### config.mk
export PLATFORM = sky130hd
export DESIGN_NAME = frs_seq_ctrl
export DESIGN_NICKNAME = d
export VERILOG_FILES = /design/src/design/frs_pkg.sv /design/src/design/frs_tmr_if.sv /design/src/design/frs_ms_timer.sv /design/src/design/frs_seq_ctrl.sv
export SDC_FILE = /design/constraint.sdc
export NUM_CORES = 1
export LEC_CHECK = 0
export BUFFER_PORTS_ARGS = -buffer_cell sky130_fd_sc_hd__buf_2
export CORE_ASPECT_RATIO = 2
export CORE_MARGIN = 2
export CORE_UTILIZATION = 65
export CTS_CLUSTER_DIAMETER = 30
export DETAILED_ROUTE_END_ITERATION = 16
export GPL_ROUTABILITY_DRIVEN = 0
export PLACE_DENSITY = 0.83
export SETUP_SLACK_MARGIN = 0.5
export SLEW_MARGIN = 10
export SYNTH_ARGS = -nofsm -noshare
export SYNTH_HDL_FRONTEND = slang
export SYNTH_SLANG_ARGS = --single-unit
### constraint.sdc
create_clock -name core_clk -period 9.1 [get_ports core_clk]
set_input_delay 0.91 -clock core_clk [delete_from_list [all_inputs] [get_ports core_clk]]
set_output_delay 0.91 -clock core_clk [all_outputs]
set_load 0.03 [all_outputs]
### src/design/frs_pkg.sv
package frs_pkg;
	// Command codes of the registers held by this block.
	localparam logic [7:0] FRS_CMD_IN_UV_POLICY  = 8'h5A;
	localparam logic [7:0] FRS_CMD_PG_ASSERT     = 8'h5E;
	localparam logic [7:0] FRS_CMD_PG_NEGATE     = 8'h5F;
	localparam logic [7:0] FRS_CMD_TURN_ON_DELAY     = 8'h60;
	localparam logic [7:0] FRS_CMD_TURN_ON_RISE_TIME      = 8'h61;
	localparam logic [7:0] FRS_CMD_TON_LIMIT     = 8'h62;
	localparam logic [7:0] FRS_CMD_TIME_UNIT     = 8'hD2;
	// Fault policy byte layout.
	localparam int         FRS_RESP_MSB          = 7;
	localparam int         FRS_RESP_LSB          = 6;
	localparam int         FRS_RETRY_MSB         = 5;
	localparam int         FRS_RETRY_LSB         = 3;
	localparam int         FRS_UNITS_MSB         = 2;
	localparam int         FRS_UNITS_LSB         = 0;
	localparam logic [1:0] FRS_RESP_IGNORE       = 2'h0;
	localparam logic [1:0] FRS_RESP_RUN_ON       = 2'h1;
	localparam logic [1:0] FRS_RESP_DISABLE      = 2'h2;
	localparam logic [1:0] FRS_RESP_LATCH        = 2'h3;
	localparam logic [2:0] FRS_RETRY_NONE        = 3'h0;
	localparam logic [2:0] FRS_RETRY_FOREVER     = 3'h7;
	// Reset values.
	localparam logic [7:0]  FRS_RST_POLICY       = 8'h80;
	localparam logic [15:0] FRS_RST_WORD         = 16'h0000;
	localparam logic [15:0] FRS_RST_TIME_UNIT    = 16'h0001;
	// Timing: one millisecond of the 5 ns core clock.
	localparam int         FRS_CLK_PERIOD_PS     = 5000;
	localparam int         FRS_MS_PS             = 1000000000;
	localparam int         FRS_CYC_PER_MS        = FRS_MS_PS / FRS_CLK_PERIOD_PS;
	localparam int         FRS_TMR_W             = 24;

	typedef enum logic [2:0] {
		FRS_OFF, FRS_DELAY, FRS_RISE, FRS_ON, FRS_RUN_ON, FRS_WAIT_RETRY, FRS_LATCHED
	} frs_state_e;
endpackage

### src/design/frs_tmr_if.sv
`timescale 1ns/1ps
`default_nettype none
interface frs_tmr_if;
	logic                       start;
	logic [frs_pkg::FRS_TMR_W-1:0] ms_count;
	logic                       done;
	logic                       busy;
	modport ctl (output start, output ms_count, input done, input busy);
	modport tmr (input start, input ms_count, output done, output busy);
endinterface
`default_nettype wire

### src/design/frs_ms_timer.sv
`timescale 1ns/1ps
`default_nettype none
module frs_ms_timer
	import frs_pkg::*;
#(
	parameter int CYC_PER_MS = FRS_CYC_PER_MS
) (
	input  wire logic   core_clk,
	input  wire logic   rst_b,
	frs_tmr_if.tmr      t
);
	logic [31:0]          pre_reg;
	logic [FRS_TMR_W-1:0] cnt_reg;
	logic                 run_reg;
	logic                 done_reg;
	wire                  pre_wrap = (pre_reg == 32'(CYC_PER_MS - 1));

	// A fresh start restarts the count even while running.
	always_ff @(posedge core_clk or negedge rst_b) begin
		if (!rst_b) begin
			pre_reg  <= 32'h0;
			cnt_reg  <= '0;
			run_reg  <= 1'b0;
			done_reg <= 1'b0;
		end else begin
			done_reg <= 1'b0;
			if (t.start) begin
				pre_reg <= 32'h0;
				cnt_reg <= t.ms_count;
				run_reg <= 1'b1;
			end else if (run_reg) begin
				if (cnt_reg == '0) begin
					run_reg  <= 1'b0;
					done_reg <= 1'b1;
				end else if (pre_wrap) begin
					pre_reg <= 32'h0;
					cnt_reg <= cnt_reg - 1'b1;
				end else begin
					pre_reg <= pre_reg + 32'h1;
				end
			end
		end
	end

	assign t.done = done_reg;
	assign t.busy = run_reg;
endmodule
`default_nettype wire

### src/design/frs_seq_ctrl.sv
//Contract
// RULE1 - Retry codes 4, 5, 6 restart that often, then latch output off.
// RULE2 - Retry code 7 restarts without limit until off command or other shutdown.
// RULE3 - Restart spacing is the unit count times the configured time unit.
// RULE4 - Units field codes 0,2..7 give 1,4,8,16,32,64,128 units.
// RULE5 - Same unit count sets run-on time before retry policy applies.
// RULE6 - One time unit comes from the register at command code 0xD2.
// RULE7 - Sixteen-bit assert threshold; good indication rises when output reaches it.
// RULE8 - Below negate threshold set good status bit, negate pin if enabled.
// RULE9 - Wait the programmable millisecond delay from enable before ramping.
// RULE10 - Ramp the output over the programmable millisecond rise time.
// RULE11 - Too long bringing output up without reaching undervoltage limit is timeout.
// RULE12 - A zero timeout limit disables the turn-on timeout.
// RULE13 - Response field: ignore, run on then retry, disable and retry, latch.
// RULE14 - Retry code 0 latches off; codes 1, 2, 3 restart that often.
// RULE15 - Latched fault clears by bit clear, clear command, reset, off-on, bias loss.
// RULE16 - Units field code 1 gives two units.
`timescale 1ns/1ps
`default_nettype none
module frs_seq_ctrl
	import frs_pkg::*;
#(
	parameter int CYC_PER_MS = FRS_CYC_PER_MS
) (
	input  wire logic        core_clk,
	input  wire logic        rst_b,
	input  wire logic [7:0]  cmd_code,
	input  wire logic        cmd_wr,
	input  wire logic [15:0] cmd_wdata,
	input  wire logic        cmd_rd,
	output logic      [15:0] cmd_rdata,
	input  wire logic        run_enable,
	input  wire logic        in_uv_fault,
	input  wire logic        out_uv_reached,
	input  wire logic [15:0] vout_level,
	input  wire logic        shared_pin_setup,
	input  wire logic        clear_faults,
	input  wire logic        clear_fault_bit,
	output logic             output_on,
	output logic             ramp_active,
	output logic             output_good_indicator,
	output logic             good_status_bit,
	output logic             fault_latched,
	output logic             turn_on_timeout
);
	// ----------------------------------------------------------------
	// Helpers
	// ----------------------------------------------------------------
	function automatic logic [7:0] frs_units(input logic [2:0] code);
		frs_units = (code == 3'h0) ? 8'h01 : 8'(8'h01 << code); // RULE4 RULE16
	endfunction

	// ----------------------------------------------------------------
	// Registers
	// ----------------------------------------------------------------
	logic [7:0]  policy_reg;
	logic [15:0] pg_on_reg, pg_off_reg, turn_on_delay_reg, turn_on_rise_time_reg, ton_limit_reg, unit_reg;
	logic [15:0] rdata_reg;
	logic [15:0] rd_mux;

	always_ff @(posedge core_clk or negedge rst_b) begin
		if (!rst_b) begin
			policy_reg    <= FRS_RST_POLICY;
			pg_on_reg     <= FRS_RST_WORD;
			pg_off_reg    <= FRS_RST_WORD;
			turn_on_delay_reg <= FRS_RST_WORD;
			turn_on_rise_time_reg  <= FRS_RST_WORD;
			ton_limit_reg <= FRS_RST_WORD;
			unit_reg      <= FRS_RST_TIME_UNIT;
		end else if (cmd_wr) begin
			unique case (cmd_code)
				FRS_CMD_IN_UV_POLICY: policy_reg    <= cmd_wdata[7:0];
				FRS_CMD_PG_ASSERT:    pg_on_reg     <= cmd_wdata;
				FRS_CMD_PG_NEGATE:    pg_off_reg    <= cmd_wdata;
				FRS_CMD_TURN_ON_DELAY:    turn_on_delay_reg <= cmd_wdata;
				FRS_CMD_TURN_ON_RISE_TIME:     turn_on_rise_time_reg  <= cmd_wdata;
				FRS_CMD_TON_LIMIT:    ton_limit_reg <= cmd_wdata;
				FRS_CMD_TIME_UNIT:    unit_reg      <= cmd_wdata; // RULE6
				default: ;
			endcase
		end
	end

	always_comb begin
		unique case (cmd_code)
			FRS_CMD_IN_UV_POLICY: rd_mux = {8'h00, policy_reg};
			FRS_CMD_PG_ASSERT:    rd_mux = pg_on_reg;
			FRS_CMD_PG_NEGATE:    rd_mux = pg_off_reg;
			FRS_CMD_TURN_ON_DELAY:    rd_mux = turn_on_delay_reg;
			FRS_CMD_TURN_ON_RISE_TIME:     rd_mux = turn_on_rise_time_reg;
			FRS_CMD_TON_LIMIT:    rd_mux = ton_limit_reg;
			FRS_CMD_TIME_UNIT:    rd_mux = unit_reg;
			default:              rd_mux = 16'h0000;
		endcase
	end

	always_ff @(posedge core_clk or negedge rst_b) begin
		if (!rst_b)
			rdata_reg <= 16'h0000;
		else if (cmd_rd)
			rdata_reg <= rd_mux;
	end
	assign cmd_rdata = rdata_reg;

	// ----------------------------------------------------------------
	// Policy decode
	// ----------------------------------------------------------------
	wire [1:0] resp     = policy_reg[FRS_RESP_MSB:FRS_RESP_LSB];
	wire [2:0] retries  = policy_reg[FRS_RETRY_MSB:FRS_RETRY_LSB];
	wire [2:0] ucode    = policy_reg[FRS_UNITS_MSB:FRS_UNITS_LSB];
	wire [FRS_TMR_W-1:0] wait_ms = FRS_TMR_W'(frs_units(ucode) * unit_reg); // RULE3 RULE5

	// ----------------------------------------------------------------
	// Sequencer
	// ----------------------------------------------------------------
	frs_state_e  state_reg, state_next;
	logic [2:0]  tries_reg, tries_next;
	logic        fault_stat_reg, timeout_reg;
	logic        pg_reg;
	logic [31:0] ton_pre_reg;
	logic [15:0] ton_ms_reg;
	frs_tmr_if   tmr ();

	wire enable_drop = !run_enable;
	// Commanding the output off clears the sticky flags as well, so an off-on cycle clears.
	wire fault_clear = clear_faults | clear_fault_bit | enable_drop; // RULE15
	wire powering    = (state_reg == FRS_DELAY) || (state_reg == FRS_RISE) ||
	                   (state_reg == FRS_ON);
	wire hit_limit   = (ton_limit_reg != 16'h0000) && (ton_ms_reg >= ton_limit_reg); // RULE12
	wire ton_fault   = powering && !out_uv_reached && hit_limit; // RULE11
	wire live_fault  = (state_reg == FRS_RISE || state_reg == FRS_ON) && in_uv_fault;
	// Retry limit: code 7 never runs out.
	wire retry_left  = (retries == FRS_RETRY_FOREVER) || (tries_reg < retries); // RULE1 RULE2 RULE14

	// Retry decision shared by the disable and run-on paths.
	function automatic frs_state_e frs_retry_pick(input logic left);
		frs_retry_pick = left ? FRS_WAIT_RETRY : FRS_LATCHED;
	endfunction

	always_comb begin
		state_next   = state_reg;
		tries_next   = tries_reg;
		tmr.start    = 1'b0;
		tmr.ms_count = '0;
		if (enable_drop) begin
			state_next = FRS_OFF; // RULE2 RULE15
		end else if (ton_fault) begin
			state_next = FRS_LATCHED;
		end else begin
			unique case (state_reg)
				FRS_OFF: begin
					state_next   = FRS_DELAY; // RULE9
					tries_next   = 3'h0;
					tmr.start    = 1'b1;
					tmr.ms_count = FRS_TMR_W'(turn_on_delay_reg);
				end
				FRS_DELAY: if (tmr.done) begin
					state_next   = FRS_RISE; // RULE10
					tmr.start    = 1'b1;
					tmr.ms_count = FRS_TMR_W'(turn_on_rise_time_reg);
				end
				FRS_RISE, FRS_ON: begin
					if (live_fault && resp == FRS_RESP_RUN_ON) begin
						state_next   = FRS_RUN_ON; // RULE13 RULE5
						tmr.start    = 1'b1;
						tmr.ms_count = wait_ms;
					end else if (live_fault && resp == FRS_RESP_DISABLE) begin
						state_next = frs_retry_pick(retry_left); // RULE13
					end else if (live_fault && resp == FRS_RESP_LATCH) begin
						state_next = FRS_LATCHED; // RULE13
					end else if (state_reg == FRS_RISE && tmr.done) begin
						state_next = FRS_ON;
					end
					if (state_next == FRS_WAIT_RETRY) begin
						tries_next   = tries_reg + 3'h1;
						tmr.start    = 1'b1;
						tmr.ms_count = wait_ms; // RULE3
					end
				end
				FRS_RUN_ON: if (tmr.done) begin
					if (!in_uv_fault) begin
						state_next = FRS_ON;
					end else begin
						state_next = frs_retry_pick(retry_left);
						if (retry_left) begin
							tries_next   = tries_reg + 3'h1;
							tmr.start    = 1'b1;
							tmr.ms_count = wait_ms;
						end
					end
				end
				FRS_WAIT_RETRY: if (tmr.done) begin
					state_next   = FRS_DELAY;
					tmr.start    = 1'b1;
					tmr.ms_count = FRS_TMR_W'(turn_on_delay_reg);
				end
				FRS_LATCHED: if (fault_clear) state_next = FRS_OFF; // RULE15
				default: state_next = FRS_OFF;
			endcase
		end
	end

	frs_ms_timer #(.CYC_PER_MS(CYC_PER_MS)) u_tmr (
		.core_clk (core_clk),
		.rst_b    (rst_b),
		.t        (tmr.tmr)
	);

	always_ff @(posedge core_clk or negedge rst_b) begin
		if (!rst_b) begin
			state_reg <= FRS_OFF;
			tries_reg <= 3'h0;
		end else begin
			state_reg <= state_next;
			tries_reg <= tries_next;
		end
	end

	// Turn-on time counted in delay, rise and on while out_uv_reached is low; cleared otherwise.
	always_ff @(posedge core_clk or negedge rst_b) begin
		if (!rst_b) begin
			ton_pre_reg <= 32'h0;
			ton_ms_reg  <= 16'h0000;
		end else if (!powering || out_uv_reached) begin
			ton_pre_reg <= 32'h0;
			ton_ms_reg  <= 16'h0000;
		end else if (ton_pre_reg == 32'(CYC_PER_MS - 1)) begin
			ton_pre_reg <= 32'h0;
			if (ton_ms_reg != 16'hFFFF)
				ton_ms_reg <= ton_ms_reg + 16'h0001;
		end else begin
			ton_pre_reg <= ton_pre_reg + 32'h1;
		end
	end

	// A new fault in the clearing cycle keeps its flag set.
	always_ff @(posedge core_clk or negedge rst_b) begin
		if (!rst_b) begin
			fault_stat_reg <= 1'b0;
			timeout_reg    <= 1'b0;
		end else begin
			fault_stat_reg <= (live_fault && resp != FRS_RESP_IGNORE) ||
			                  (fault_stat_reg && !fault_clear); // RULE15
			timeout_reg    <= ton_fault || (timeout_reg && !fault_clear); // RULE11
		end
	end

	// ----------------------------------------------------------------
	// Power good
	// ----------------------------------------------------------------
	always_ff @(posedge core_clk or negedge rst_b) begin
		if (!rst_b)
			pg_reg <= 1'b0;
		else if (!output_on || vout_level < pg_off_reg)
			pg_reg <= 1'b0; // RULE8
		else if (vout_level >= pg_on_reg)
			pg_reg <= 1'b1; // RULE7
	end

	assign good_status_bit       = !pg_reg; // RULE8
	assign output_good_indicator = pg_reg && shared_pin_setup; // RULE8
	assign output_on   = (state_reg == FRS_RISE) || (state_reg == FRS_ON) ||
	                     (state_reg == FRS_RUN_ON);
	assign ramp_active = (state_reg == FRS_RISE);
	assign fault_latched   = fault_stat_reg || (state_reg == FRS_LATCHED);
	assign turn_on_timeout = timeout_reg;
endmodule
`default_nettype wire

==> results by group <==
Hold path
  • Hold path endpoint: turn_on_timeout
  • Min-delay src: turn_on_timeout
  • Hold path cells: 1
  • Worst hold path type: reg2reg

STA
  • Max_slew headroom: 0.189
  • Worst clock skew: 40.1 ps
  • Post-route clock period utilization: 0.650
  • Unrepaired setup endpoints after global routing: false
  • Setup TNS: 0 ps
  • Max Fclk: 0.169 GHz
  • Final setup viols: 0
  • Slew @ Worst Pin: 1210 ps
  • Slew Viols, Final: 0
  • Min Tclk post-route: 5920 ps
  • Final hold vios: 0

Power and ir drop
  • Gate power share: 0.190
  • Leak pwr: 8.90 nW
  • Net Sw Frac: 0.330
  • Pint: 2.12 mW
  • Psw: 1.04 mW
  • Total power: 3.17 mW
  • Worst vdd ir: 0.204 mV
  • Power Dens Cells: 169 nW/um^2
  • Sequential share of power: 0.384
  • Clock share of power: 0.425

Clock tree
  • Post-CTS Setup Bufs: 0
  • Clk root buf: clkbuf_16
  • Reg clk slew, reported paths: 60 ps
  • H-tree levels: 2
  • Clock latency on the worst-skew pair: 550 ps
  • Post-CTS resize count: 0
  • Clock sinks: 235
  • CTS Hold Bufs: 0
  • Bufs on Longest Clock Path: 3
  • Num CTS Buffers: 34
  • CTS tree: done

Final layout
  • Multi-input logic area: 10100 sq um
  • Sequential Area: 5880 sq um
  • Fin nets: 2048
  • Final Util: 0.729
  • Post-route insts no fill: 2181
  • P&R area growth vs syn: 10.3%
  • Fillers: 1865
  • Final instance area: 18800 sq um
  • Layout cells sized above 1: 0.149
  • N_diodes: 0

Logic synthesis
  • Top_reg_cell synth: dfrtp_1
  • Number of synthesized register bits: 235
  • Synthesized area: 17000 sq um
  • Cell variety after synth: 77
  • Post-synth EDFFs: 0
  • Net Count, Synth: 2000
  • Sequential fraction of the synthesis area: 0.346
  • Synth async-reset ratio: 1.00
  • Share of the synthesized area in the top cell type: 0.343
  • Yosys warning count: 0
  • Area leader, netlist: dfrtp_1
  • Post-Synthesis Cells: 1768
  • Avg Inst Size Synth: 9.62 sq um
  • Synth top area cells: dfrtp_1, fa_1, ha_1

Floorplanning
  • Die footprint: 27600 sq um
  • Floorplan core area: 25800 sq um
  • Die Height: 233 um
  • Chip width: 118 um
  • Number of cell rows: 83
  • Ports: 72
  • Initial core utilization: 0.660

Setup path
  • Reg2reg end: u_tmr.cnt_reg[20]
  • Worst EP required: 9530 ps
  • CP arrival: 6350 ps
  • Reg2reg path depth: 19
  • CP Max Fanout: 16
  • Reg2reg setup slack: 3180 ps
  • Crit start category: flop
  • CP endpoint kind: flop
  • WS Path Type: reg2reg
  • Critical R2R Launch: policy_reg[2]

Global route
  • Number of global-route vias before repair: 15101
  • Initial antenna violation count: 0
  • Overflow after GRT: 0
  • First-pass GRT wire length: 76700 um
  • Gr usage total: 0.353
  • Largest net degree at the start of global routing: 118

Routing
  • DRC violation count after routing: 0
  • DR WL/cell: 21.9 um
  • DRT Pass-1 Iters: 9
  • DR vias: 14021
  • Vias per std cell: 6.43
  • DRT Wirelength: 47700 um
  • DR iter-0 viols: 1351
  • ANT nets after route: 0

Job
  • Max Cap Viol: 0

Place
  • Placed cell area: 17600 sq um
  • Port Buffers: 71
  • Cells after DPL: 2120
  • Dpl hpwl: 35000 um

Outcome
  • Status: finished clean
==> cell usage after synthesis, types with 45 or more instances <==
cell type	n
and2_1	121
a21oi_1	63
nor2_1	105
fa_1	84
nand3_1	45
inv_1	199
dfrtp_1	233
ha_1	98
nand2_1	105
mux2_2	108
o21ai_0	88
clkbuf_1	48
==> cell families after synthesis <==
group | share of synthesized area
and+or+nand+nor | 0.181
AOI/OAI and AO/OA | 0.122
buffers and inverters | 0.0611
DFF | 0.346
adders and majority gates | 0.171
muxes | 0.0768
xor gates and xnor gates | 0.0422
==> layout make-up <==
class                   count  share of cell area
well taps                 340              0.0227
multi-input cells        1266               0.539
clock buffers              37              0.0481
clock inverters            24              0.0139
repair buffers             80              0.0231
flip-flops and latches    235               0.314
inverters                 199              0.0398
==> metrics by stage <==
step                setup slack (ps)  hold slack [ps]
floorplan                       3910              452
global placement                3460              458
detailed placement              3270              464
CTS                             3260              477
global route                    2760              500
finish                          3180              471
==> worst max-delay path, cell delays in order, from the launching register on <==
cell,delay [ps]
dfrtp_1,530
nand2_1,80
nor2_1,800
nand2_1,160
fa_1,500
fa_1,540
inv_1,50
fa_1,520
inv_1,50
fa_1,520
inv_1,40
ha_1,320
nand3_1,80
o22ai_1,290
o211ai_1,230
a211oi_1,320
o21ai_0,160
a21boi_0,250
nor3_1,80
o32ai_1,260
==> how the worst max path moves through the flow <==
stage | from | end | slack (ps)
6_report | policy_reg[2] | u_tmr.cnt_reg[20] | 3180
5_1_grt | policy_reg[0] | u_tmr.cnt_reg[20] | 2760
4_1_cts | policy_reg[2] | u_tmr.cnt_reg[20] | 3260
3_5_place_dp | policy_reg[0] | u_tmr.cnt_reg[20] | 3270
3_3_place_gp | policy_reg[0] | u_tmr.cnt_reg[20] | 3460
2_1_floorplan | policy_reg[1] | u_tmr.cnt_reg[12] | 3910
==> cell usage in the layout, fill, tap and decap left out, drive strengths merged, types with 37 or more instances in the layout <==
master / instances
a21oi: 64
and2: 121
buf: 80
clkbuf: 37
dfrtp: 233
fa: 84
ha: 98
inv: 209
mux2: 108
nand2: 106
nand3: 45
nor2: 106
o21ai: 91
xnor2: 43
xor2: 39
==> power groups by stage <==
stage	Sequential, mW	Clock, mW	Combinational, mW
2_1_floorplan	1.19	0	0.432
3_3_place_gp	1.22	0	0.568
3_5_place_dp	1.23	0	0.590
4_1_cts	1.21	1.36	0.598
5_1_grt	1.22	1.40	0.663
6_report	1.22	1.35	0.603
==> routing by layer <==
| metal | up-vias | share of wire | track usage | routed length, um |
|---|---|---|---|---|
| li1 | 6228 | - | - | - |
| met2 | 652 | 0.53 | 0.651 | 25500 |
| met1 | 6882 | 0.32 | 0.350 | 15500 |
| met5 | - | 0 | 0 | 0 |
| met3 | 259 | 0.055 | 0.0512 | 2620 |
| met4 | 0 | 0.086 | 0.274 | 4090 |
Power figures use the tool's default switching activity.
